### src/include/ppo_cfg.svh
// constants for the port pin override logic
`ifndef PPO_CFG_SVH
`define PPO_CFG_SVH

// pins in one port and register data width
`define PPO_PINS          8
`define PPO_DW            8
`define PPO_AW            4

// register offsets on the plain register port
`define PPO_OFS_DIR       4'h0
`define PPO_OFS_LATCH     4'h1
`define PPO_OFS_INPUT     4'h2
`define PPO_OFS_SYSCTL    4'h3
`define PPO_OFS_DRIVE     4'h4
`define PPO_OFS_INEN      4'h5
`define PPO_OFS_PULL      4'h6

// field positions and reset values
`define PPO_PUD_BIT       6
`define PPO_SYSCTL_RST    8'h00
`define PPO_PORT_RST      8'h00
`define PPO_RD_ZERO       8'h00
// {direction, latch, kill} pattern that turns the pull-up on
`define PPO_PULL_ON_PAT   3'b010

// synchroniser depth
`define PPO_SYNC_STAGES   2

`endif

### src/include/ppo_pkg.sv
// types shared by the port pin override logic
package ppo_pkg;

    typedef logic [7:0] ppo_byte_t;
    typedef logic [3:0] ppo_addr_t;

    // tracks whether the input clamp sleep is in force
    typedef enum logic [0:0] {
        PPO_AWAKE,
        PPO_ASLEEP
    } ppo_sleep_e;

endpackage : ppo_pkg

### src/ppo_sync.sv
// two-stage synchroniser for the pin input samples
`include "ppo_cfg.svh"

module ppo_sync (
    input  wire logic                 sys_clk,
    input  wire logic                 rstn,
    input  wire logic                 clk_en,
    input  wire logic [`PPO_PINS-1:0] async_in,
    output logic      [`PPO_PINS-1:0] sync_out
);

    logic [`PPO_PINS-1:0] meta_q;
    logic [`PPO_PINS-1:0] sync_q;

    // first stage feeds only the second stage
    always_ff @(posedge sys_clk) begin
        if (!rstn) begin
            meta_q <= `PPO_PORT_RST;
            sync_q <= `PPO_PORT_RST;
        end else if (clk_en) begin
            meta_q <= async_in;
            sync_q <= meta_q;
        end
    end

    assign sync_out = sync_q;

endmodule : ppo_sync

### src/ppo_pin_slice.sv
// per-pin override muxing for pull-up, driver, value and input enable
`include "ppo_cfg.svh"

module ppo_pin_slice (
    input  wire logic rstn,
    input  wire logic direction_bit,
    input  wire logic output_latch_bit,
    input  wire logic global_pullup_kill,
    input  wire logic sleep,
    input  wire logic ext_int_enable,
    input  wire logic pullup_override_enable,
    input  wire logic pullup_override_value,
    input  wire logic direction_override_enable,
    input  wire logic direction_override_value,
    input  wire logic value_override_enable,
    input  wire logic value_override_value,
    input  wire logic input_enable_override_enable,
    input  wire logic input_enable_override_value,
    input  wire logic pad_in,
    output logic      pad_out,
    output logic      pad_oe,
    output logic      pad_pullup,
    output logic      input_enable,
    output logic      schmitt_output_tap
);

    logic drive_en;
    logic pull_en;
    logic clamp;

    // driver enable before the reset tri-state
    assign drive_en = direction_override_enable ? direction_override_value
                                                : direction_bit;
    // reset tri-states the pad combinationally, with or without a clock
    assign pad_oe   = drive_en & rstn;
    // driven value, held low while the driver is off
    assign pad_out  = pad_oe & (value_override_enable ? value_override_value
                                                      : output_latch_bit);

    assign pull_en  = pullup_override_enable ? pullup_override_value
                    : ({direction_bit, output_latch_bit, global_pullup_kill}
                       == `PPO_PULL_ON_PAT);
    // pull-ups stay off throughout reset
    assign pad_pullup = pull_en & rstn;

    // sleep clamp, lifted for pins with an enabled external interrupt
    assign clamp        = sleep & ~ext_int_enable & rstn;
    assign input_enable = input_enable_override_enable
                        ? input_enable_override_value
                        : ~clamp;
    // unsynchronised tap; consumers synchronise it unless used as a clock
    assign schmitt_output_tap = pad_in & input_enable;

endmodule : ppo_pin_slice

### src/ppo_port.sv
// one general-purpose port with alternate-function overrides per pin
// Function
// - deep sleep clamps pin inputs to ground
// - enabled external interrupt lifts the clamp
// - resume sets flag on high edge-configured pin with interrupt disabled
// - pull-up follows override, else pattern 010
// - driver enable follows override, else direction
// - driven value follows override, else latch
// - toggle override inverts the output latch
// - input enable follows override, else sleep state
// - peripheral tap taken before the synchroniser
// - peripherals synchronise the tap unless clocking
// - analog line goes straight to pad
// - strobes per port, overrides per pin
// - pull-up kill bit disables pull-ups not under override
// - pull-ups disabled during reset
// - inputs unclamped in reset, active, idle
// - direction one drives latch, zero inputs
// - writing input register toggles output latch
// - reset tri-states all pins without clock
`include "ppo_cfg.svh"

module ppo_port (
    input  wire logic                  sys_clk,
    input  wire logic                  rstn,
    input  wire logic                  clk_en,
    // register port
    input  wire logic [`PPO_AW-1:0]    reg_addr,
    input  wire logic [`PPO_DW-1:0]    reg_wdata,
    input  wire logic                  reg_write,
    input  wire logic                  reg_read,
    output logic      [`PPO_DW-1:0]    reg_rdata,
    // common controls
    input  wire logic                  sleep,
    // interrupt controller view of each pin
    input  wire logic [`PPO_PINS-1:0]  ext_int_enable,
    input  wire logic [`PPO_PINS-1:0]  ext_int_edge_mode,
    output logic      [`PPO_PINS-1:0]  ext_int_flag_set,
    // alternate-function overrides, one bit per pin
    input  wire logic [`PPO_PINS-1:0]  pullup_override_enable,
    input  wire logic [`PPO_PINS-1:0]  pullup_override_value,
    input  wire logic [`PPO_PINS-1:0]  direction_override_enable,
    input  wire logic [`PPO_PINS-1:0]  direction_override_value,
    input  wire logic [`PPO_PINS-1:0]  value_override_enable,
    input  wire logic [`PPO_PINS-1:0]  value_override_value,
    input  wire logic [`PPO_PINS-1:0]  toggle_override_enable,
    input  wire logic [`PPO_PINS-1:0]  input_enable_override_enable,
    input  wire logic [`PPO_PINS-1:0]  input_enable_override_value,
    output logic      [`PPO_PINS-1:0]  schmitt_output_tap,
    // pad side
    input  wire logic [`PPO_PINS-1:0]  pad_in,
    output logic      [`PPO_PINS-1:0]  pad_out,
    output logic      [`PPO_PINS-1:0]  pad_oe,
    output logic      [`PPO_PINS-1:0]  pad_pullup,
    // common pull-up kill, for the other ports of the chip
    output logic                       global_pullup_kill
);

    // address match, shared by the write and read decoders
    function automatic logic reg_hit(input ppo_pkg::ppo_addr_t addr,
                                     input ppo_pkg::ppo_addr_t ofs);
        reg_hit = (addr == ofs);
    endfunction : reg_hit

    ppo_pkg::ppo_byte_t     direction_q;
    ppo_pkg::ppo_byte_t     latch_q;
    ppo_pkg::ppo_byte_t     latch_d;
    ppo_pkg::ppo_byte_t     sysctl_q;
    ppo_pkg::ppo_byte_t     rdata_q;
    ppo_pkg::ppo_byte_t     rdata_d;
    ppo_pkg::ppo_byte_t     toggle_mask;
    ppo_pkg::ppo_sleep_e    sleep_state_q;
    logic [`PPO_PINS-1:0]   flag_set_q;
    logic [`PPO_PINS-1:0]   flag_set_d;
    logic [`PPO_PINS-1:0]   input_sample_bit;
    logic [`PPO_PINS-1:0]   input_enable;
    logic                   resume;
    logic                   wr_dir;
    logic                   wr_latch;
    logic                   wr_input;
    logic                   wr_sysctl;

    // ------------------------------------------------------------------
    // write decode; strobes are common to every pin of the port
    // ------------------------------------------------------------------
    assign wr_dir    = reg_write & reg_hit(reg_addr, `PPO_OFS_DIR);
    assign wr_latch  = reg_write & reg_hit(reg_addr, `PPO_OFS_LATCH);
    assign wr_input  = reg_write & reg_hit(reg_addr, `PPO_OFS_INPUT);
    assign wr_sysctl = reg_write & reg_hit(reg_addr, `PPO_OFS_SYSCTL);

    // ------------------------------------------------------------------
    // system control register, all bits read/write
    // ------------------------------------------------------------------
    always_ff @(posedge sys_clk) begin
        if (!rstn) begin
            sysctl_q <= `PPO_SYSCTL_RST;
        end else if (clk_en && wr_sysctl) begin
            sysctl_q <= reg_wdata;
        end
    end

    assign global_pullup_kill = sysctl_q[`PPO_PUD_BIT];

    // ------------------------------------------------------------------
    // direction register
    // ------------------------------------------------------------------
    always_ff @(posedge sys_clk) begin
        if (!rstn) begin
            direction_q <= `PPO_PORT_RST;
        end else if (clk_en && wr_dir) begin
            direction_q <= reg_wdata;
        end
    end

    // ------------------------------------------------------------------
    // output latch: plain writes, then toggles from software and from
    // alternate functions; a toggle in the same cycle as a write acts
    // on the freshly written value
    // ------------------------------------------------------------------
    always_comb begin
        toggle_mask = toggle_override_enable;
        if (wr_input) begin
            toggle_mask = toggle_mask | reg_wdata;
        end
        latch_d = wr_latch ? reg_wdata : latch_q;
        latch_d = latch_d ^ toggle_mask;
    end

    always_ff @(posedge sys_clk) begin
        if (!rstn) begin
            latch_q <= `PPO_PORT_RST;
        end else if (clk_en) begin
            latch_q <= latch_d;
        end
    end

    // ------------------------------------------------------------------
    // per-pin override slices
    // ------------------------------------------------------------------
    genvar gi;
    generate
        for (gi = 0; gi < `PPO_PINS; gi = gi + 1) begin : g_pin
            ppo_pin_slice u_slice (
                .rstn                         (rstn),
                .direction_bit                (direction_q[gi]),
                .output_latch_bit             (latch_q[gi]),
                .global_pullup_kill           (global_pullup_kill),
                .sleep                        (sleep),
                .ext_int_enable               (ext_int_enable[gi]),
                .pullup_override_enable       (pullup_override_enable[gi]),
                .pullup_override_value        (pullup_override_value[gi]),
                .direction_override_enable    (direction_override_enable[gi]),
                .direction_override_value     (direction_override_value[gi]),
                .value_override_enable        (value_override_enable[gi]),
                .value_override_value         (value_override_value[gi]),
                .input_enable_override_enable (input_enable_override_enable[gi]),
                .input_enable_override_value  (input_enable_override_value[gi]),
                .pad_in                       (pad_in[gi]),
                .pad_out                      (pad_out[gi]),
                .pad_oe                       (pad_oe[gi]),
                .pad_pullup                   (pad_pullup[gi]),
                .input_enable                 (input_enable[gi]),
                .schmitt_output_tap           (schmitt_output_tap[gi])
            );
        end
    endgenerate

    // the analog side of each pad bypasses this block entirely and is
    // wired pad to peripheral outside it
    // unused pins rely on the board for a defined level

    // ------------------------------------------------------------------
    // input sample register behind the synchroniser; the clamped or
    // disabled input reaches it as zero
    // ------------------------------------------------------------------
    ppo_sync u_sync (
        .sys_clk  (sys_clk),
        .rstn     (rstn),
        .clk_en   (clk_en),
        .async_in (schmitt_output_tap),
        .sync_out (input_sample_bit)
    );

    // ------------------------------------------------------------------
    // sleep tracking for the wake-up flag
    // ------------------------------------------------------------------
    always_ff @(posedge sys_clk) begin
        if (!rstn) begin
            sleep_state_q <= ppo_pkg::PPO_AWAKE;
        end else if (clk_en) begin
            unique case (sleep_state_q)
                ppo_pkg::PPO_AWAKE: begin
                    if (sleep) begin
                        sleep_state_q <= ppo_pkg::PPO_ASLEEP;
                    end
                end
                ppo_pkg::PPO_ASLEEP: begin
                    if (!sleep) begin
                        sleep_state_q <= ppo_pkg::PPO_AWAKE;
                    end
                end
            endcase
        end
    end

    assign resume = (sleep_state_q == ppo_pkg::PPO_ASLEEP) & ~sleep;

    // the clamp released under a high pin is a change the edge detector
    // would see, so the flag is raised on resume for disabled pins
    assign flag_set_d = {`PPO_PINS{resume}} & pad_in & ext_int_edge_mode
                      & ~ext_int_enable;

    always_ff @(posedge sys_clk) begin
        if (!rstn) begin
            flag_set_q <= `PPO_PORT_RST;
        end else if (clk_en) begin
            flag_set_q <= flag_set_d;
        end
    end

    assign ext_int_flag_set = flag_set_q;

    // ------------------------------------------------------------------
    // read path; data stand in the cycle after the strobe only
    // ------------------------------------------------------------------
    always_comb begin
        rdata_d = `PPO_RD_ZERO;
        if (reg_read) begin
            if (reg_hit(reg_addr, `PPO_OFS_DIR)) begin
                rdata_d = direction_q;
            end else if (reg_hit(reg_addr, `PPO_OFS_LATCH)) begin
                rdata_d = latch_q;
            end else if (reg_hit(reg_addr, `PPO_OFS_INPUT)) begin
                rdata_d = input_sample_bit;
            end else if (reg_hit(reg_addr, `PPO_OFS_SYSCTL)) begin
                rdata_d = sysctl_q;
            end else if (reg_hit(reg_addr, `PPO_OFS_DRIVE)) begin
                rdata_d = pad_oe;
            end else if (reg_hit(reg_addr, `PPO_OFS_INEN)) begin
                rdata_d = input_enable;
            end else if (reg_hit(reg_addr, `PPO_OFS_PULL)) begin
                rdata_d = pad_pullup;
            end
        end
    end

    always_ff @(posedge sys_clk) begin
        if (!rstn) begin
            rdata_q <= `PPO_RD_ZERO;
        end else if (clk_en) begin
            rdata_q <= rdata_d;
        end
    end

    assign reg_rdata = rdata_q;

endmodule : ppo_port

### config.mk
export PLATFORM = sky130hd
export DESIGN_NAME = ppo_port
export DESIGN_NICKNAME = d
export VERILOG_FILES = /design/src/include/ppo_pkg.sv /design/src/ppo_sync.sv /design/src/ppo_pin_slice.sv /design/src/ppo_port.sv
export VERILOG_INCLUDE_DIRS = /design/src /design/src/include
export SDC_FILE = /design/constraint.sdc
export NUM_CORES = 1
export LEC_CHECK = 0
export ABC_AREA = 1
export BUFFER_PORTS_ARGS = -buffer_cell sky130_fd_sc_hd__buf_2
export CAP_MARGIN = 20
export CORE_UTILIZATION = 50
export CTS_BUF_LIST = sky130_fd_sc_hd__clkbuf_8
export CTS_CLUSTER_SIZE = 40
export DETAILED_ROUTE_END_ITERATION = 8
export GPL_TIMING_DRIVEN = 0
export PLACE_DENSITY = 0.91
export SYNTH_ARGS = -nofsm -noshare
export SYNTH_HDL_FRONTEND = slang
export SYNTH_SLANG_ARGS = --single-unit
### constraint.sdc
create_clock -name sys_clk -period 1.4 [get_ports sys_clk]
set_input_delay 0 -clock sys_clk [delete_from_list [all_inputs] [get_ports sys_clk]]
set_output_delay 0 -clock sys_clk [all_outputs]
set_load 0.05 [all_outputs]
# Word-level counts from Yosys, hierarchy flattened
# Cells that the tools add are included.
[totals]
input_bits = 114
regBits = 57
output_inout_bits = 49
[classes]
reduce_logical = 3
n_bitwise = 76
eq_ne = 14
muxes = 43
[ops]
columns = ["operator", "n"]
rows = [
  ["$mux 8", 10],
  ["$and 1x1->1", 53],
  ["$mux 1", 33],
  ["$and 8x8->8", 3],
  ["$eq 3x2->1 const B", 8],
  ["$not 1->1", 17],
  ["$eq 4x3->1 const B", 3],
  ["$eq 4x2->1 const B", 2],
  ["$not 8->8", 1],
  ["$or 8x8->8", 1],
  ["$xor 8x8->8", 1],
  ["$eq 4x1->1 const B", 1],
  ["$logic_not 4->1", 1],
  ["$logic_and 1x1->1", 2],
]

# Longest topological paths before layout
[depth]
word_depth = 12
ltp_mapped = 12
mapped_depth_nobuf = 11

# Cells and area by module
# From an unflattened synthesis, not the netlist that was laid out.
[unflattened]
cells_unflattened = 688
area_unflattened_um2 = 3876.2
[by_module_without_submodules]
columns = ["module", "cells_each", "area_per_inst_um2", "seq_area_each_um2", "instances"]
rows = [
  ["ppo_port", 379, 2391.0, 820.8, 1],
  ["ppo_pin_slice", 26, 101.3, 0.0, 8],
  ["ppo_sync", 101, 674.4, 320.3, 1],
]

# Least setup slack after synthesis
# No wires, ideal clock.
[synth_timing]
path_kind = "reg2reg"
startpoint = "reg sysctl_q[6]"
endpoint = "reg rdata_q[7], in the netlist reg_rdata[7]"
path_buffers = 0
path_slack_ps = -276
period_less_slack_ps = 1676
stages_incl_launch_ff = 10
setup_ps = 141
arrival_time_ps = 1536
path_cell_list = "dfxtp_1 > clkinv_1 > nand3_1 > nand2_1 > nand3_1 > nand3_1 > nor2_1 > nand3_2 > nand2_1 > a21oi_2"
[synth_via]
elab_chain_len = 11
[synth_rtl]
columns = ["element", "line", "text"]
rows = [
  ["start, declared", "ppo_port.sv:68", "ppo_pkg::ppo_byte_t sysctl_q;"],
  ["start signal, assigned", "ppo_port.sv:96", "sysctl_q <= `PPO_SYSCTL_RST;"],
  ["start signal, assigned", "ppo_port.sv:98", "sysctl_q <= reg_wdata;"],
  ["$eq 3x2->1 (no source line)", "--", ""],
  ["$mux 1", "ppo_pin_slice.sv:40", "assign pull_en = pullup_override_enable ? pullup_override_value"],
  ["$and 1x1->1", "ppo_pin_slice.sv:44", "assign pad_pullup = pull_en & rstn;"],
  ["$mux 8", "ppo_port.sv:241", "end else if (reg_hit(reg_addr, `PPO_OFS_PULL)) begin"],
  ["$mux 8", "ppo_port.sv:239", "end else if (reg_hit(reg_addr, `PPO_OFS_INEN)) begin"],
  ["$mux 8", "ppo_port.sv:237", "end else if (reg_hit(reg_addr, `PPO_OFS_DRIVE)) begin"],
  ["$mux 8", "ppo_port.sv:235", "end else if (reg_hit(reg_addr, `PPO_OFS_SYSCTL)) begin"],
  ["$mux 8", "ppo_port.sv:233", "end else if (reg_hit(reg_addr, `PPO_OFS_INPUT)) begin"],
  ["$mux 8", "ppo_port.sv:231", "end else if (reg_hit(reg_addr, `PPO_OFS_LATCH)) begin"],
  ["$mux 8", "ppo_port.sv:229", "if (reg_hit(reg_addr, `PPO_OFS_DIR)) begin"],
  ["$mux 8", "ppo_port.sv:228", "if (reg_read) begin"],
  ["end signal, assigned", "ppo_port.sv:249", "rdata_q <= `PPO_RD_ZERO;"],
  ["end signal, assigned", "ppo_port.sv:251", "rdata_q <= rdata_d;"],
  ["end, declared", "ppo_port.sv:69", "ppo_pkg::ppo_byte_t rdata_q;"],
]
# No other way between the ends.
# A chain may end at the register's enable or synchronous reset.

# Worst setup path in the final report
[layout_timing]
startpoint = "reg sysctl_q[6]"
endpoint = "out pad_pullup[5]"
[layout_via]
elab_chain_len = 3
[layout_rtl]
columns = ["element", "line", "text"]
rows = [
  ["$eq 3x2->1 (no source line)", "--", ""],
  ["$mux 1", "ppo_pin_slice.sv:40", ""],
  ["$and 1x1->1", "ppo_pin_slice.sv:44", ""],
  ["end, declared", "ppo_port.sv:54", "output logic [`PPO_PINS-1:0] pad_pullup,"],
]
# No other way between the ends.

==> flow_summary_export.csv <==
group,metric,value,unit
clock_network,clock_tree_from_tritoncts,"built",
setup_path,crit_fanout,4,
yosys,count_of_yosys_warnings_during_synthesis,0,
grt,number_of_antenna_violations_at_the_first_check_in_global_routing,0,
clock_network,clock_sinks,57,
grt,grt_first_pass_wirelength,22.3,mm
route,drc,0,
floorplanning,effective_utilization_at_floorplan,52.6,%
final_layout,finalCoreUtilization,75.0,%
final_layout,final-instance-count-excl-fill,932,
setup_path,number_of_buffer_and_inverter_stages_on_the_critical_path,3,
place,place_hpwl,9.70,mm
pwr,total_power,4470,uW
route,viasPerCell,5.49,
timing,final_min_period_over_clock_period,102,%
clock_network,htree_num_levels,3,
flow_run,timing.max_cap.violations,0,
timing,slew_violations,0,
timing,tightestPinTransition,0.890,ns
route,routed_wl,14.6,mm
yosys,synth.distinct_cells,27,
grt,grt_overflow,0,
final_layout,final_layout_size_suffix_gt1_share,35.4,%
grt,grt_usage,34.4,%
setup_path,timing.critical_path.required,1.40,ns
route,drt-pass1-iter-count,5,
setup_path,worst-setup-path-type,"flip-flop to primary output",
timing,total_setup_violations_reported_at_the_end_of_the_flow,3,
place,gpl.final_weighted_congestion,0.896,
setup_path,crit_path_end_kind,"primary output",
final_layout,synthToLayoutAreaGrowth,42.5,%
yosys,synthesized_area,3900,um2
route,first_iter_violations,494,
place,post-place-ws,-0.253,ns
route,detailroute.via_count,5115,
yosys,post_synthesis_net_count,737,
clock_network,clock_tree.root_cell,"clkbuf_8",
floorplanning,floorplan.die.width,90.3,um
pwr,power.static_leakage,0.00297,uW
timing,finalWorstSetupSlack,-0.0318,ns
pwr,irDropWorstVdd,0.539,mV
route,ant_nets,0,
grt,number_of_global_route_vias_before_repair,4851,
setup_path,critPathTopFamily,"flip-flops",
place,placed_cells,883,
clock_network,cts_made_buffers,9,
timing,fin_worst_skew,0.00845,ns
floorplanning,design.die.area,8150,um2
clock_network,max-clock-path-buffers,2,
final_layout,num-nets-final,942,
timing,final.min_clock_period,1.43,ns
timing,fmaxAchievable,698,MHz
yosys,synth.yosys.seq_area_share,29.3,%
route,post_drt_wl_per_cell,15.7,um
yosys,synth-seq-cells,57,
floorplanning,std_cell_rows,31,
pwr,power-per-cell-area,804,nW/um2
yosys,syn_avg_cell_area,6.26,um2
setup_path,worst-endpoint-arrival,1.43,ns
run_status,run_status,"finished, violations left",
clock_network,clkTransAtPathRegs,0.07,ns
final_layout,insertedDiodeCount,0,
grt,largest_net_degree_at_the_start_of_global_routing,12,
floorplanning,placeableCoreArea,7410,um2
floorplanning,ioPinCount,163,
timing,slew_headroom,40.4,%
timing,report.final.hold_viol_count,0,
setup_path,critical_path.cell_chain,"clkinv_4 -> nand3_1 -> nand2_1 -> and2_1 -> buf_4 -> buf_6",
floorplanning,die-height,90.3,um
setup_path,critical_path.max_stage_delay,0.41,ns
timing,setup_repair_after_global_routing_missed_its_margin,"yes",
place,io_buffer_count,161,
run_status,failed_checks,"setup timing",
clock_network,clk-insertion-delay-late,0.34,ns
timing,worst_hold_slack,0.0113,ns
setup_path,critPathSlowestCell,"dfxtp_4",
worst_hold_path,hp-class,"input pin to flip-flop",
setup_path,setup.worst_path.start_class,"flip-flop",
yosys,synthCells,623,
==> layout by cell type, fill, tap and decap left out, types with 5 or more instances in the layout <==
cell and n:
a31o_2 8, a21oi_2 8, o21ai_0 48, clkbuf_8 9, nor2_2 7, buf_2 140
and2_1 8, clkbuf_4 7, clkbuf_1 11, buf_6 14, nor2_1 99, inv_1 93
nand3_1 39, dfxtp_2 7, buf_4 41, nand2_1 95, nand4_1 8, dfxtp_1 49
a21oi_1 57, dlygate4sd3_1 28, o21ai_2 8, nand3_2 18, clkinvlp_4 5
==> through the flow <==
| step | setup TNS [ns] | area (um2) |
|---|---|---|
| 3_3_place_gp | -1.67 | 4830 |
| 6_report | -0.0507 | 5550 |
| 3_5_place_dp | -1.84 | 4830 |
| 2_1_floorplan | 0 | 3900 |
| 4_1_cts | 0 | 5350 |
| 5_1_grt | -0.202 | 5550 |
==> cell type report <==
type,count,area (um2)
Fill cell,583,1850
Tap cell,99,124
Clock inverter,7,47.5
Timing Repair inverter,1,8.76
Multi-Input combinational cell,417,2120
Clock buffer,9,124
Inverter,97,372
Timing Repair Buffer,193,1270
Buffer,52,333
Sequential cell,57,1150
==> registers in the layout, summed over array words and instances, names as in the netlist <==
| register | count |
|---|---|
| sleep_state_q | 1 |
| sysctl_q | 8 |
| u_sync.sync_out | 8 |
| reg_rdata | 8 |
| u_sync.meta_q | 8 |
| direction_q | 8 |
| ext_int_flag_set | 8 |
| latch_q | 8 |
==> Yosys cell counts, drive strengths merged <==
master,count,area share [%]
a31o,8,1.8
nand3b,1,0.51
a21oi,65,9.1
inv,96,9.2
nand4,9,1.6
clkbuf,11,1.1
and2,8,1.3
nand3,57,8.5
buf,41,7.5
clkinv,1,0.096
nand2,101,10
dfxtp,57,29
nor2,109,11
xor2,1,0.22
o21ai,58,8.2
==> routing by layer <==
| metal | global-route usage [%] | vias up | wire [um] |
|---|---|---|---|
| met2 | 60.8 | 392 | 7070 |
| met3 | 6.23 | 77 | 1620 |
| met4 | 18.8 | 0 | 663 |
| met5 | 0 | - | 0 |
| li1 | - | 2363 | - |
| met1 | 38.9 | 2283 | 5290 |
==> timing repair <==
item	CTS	global route
hold buffers	28	0
gates resized for setup	19	66
setup endpoints to repair	17	30
hold endpoints to repair	17	0
buffers inserted	2	2
gates cloned	1	0
pin swaps	0	11
==> tightest hold or removal path, stage by stage <==
cell and delay [ns]:
buf_2 0.13, o21ai_0 0.09, a21oi_1 0.10
==> logic make-up (layout without fill, tap and decap cells) <==
family / Yosys count / count (layout) / synth area share, %
xor+xnor: 1 / 1 / 0.225
compound gates: 131 / 131 / 19.1
buf+inv: 149 / 359 / 17.9
flops: 57 / 57 / 29.3
simple gates: 285 / 285 / 33.5
==> where the power goes <==
group	internal [uW]	total, uW	switching (uW)
Clock	632	1360	730
Combinational	534	1360	829
Sequential	1700	1740	46.0
Total	2860	4470	1600
==> path summary, 6_finish.rpt <==
check                                  start       endpoint  slack (ns)  depth (start not counted)
worst min register to register   sysctl_q[3]    sysctl_q[3]        0.46                          2
worst min-delay path            reg_wdata[4]    sysctl_q[4]        0.01                          3
worst max-delay path             sysctl_q[6]  pad_pullup[5]       -0.03                          6
worst max register to register   sysctl_q[6]   reg_rdata[2]        0.06                          9
Power figures use the tool's default switching activity.
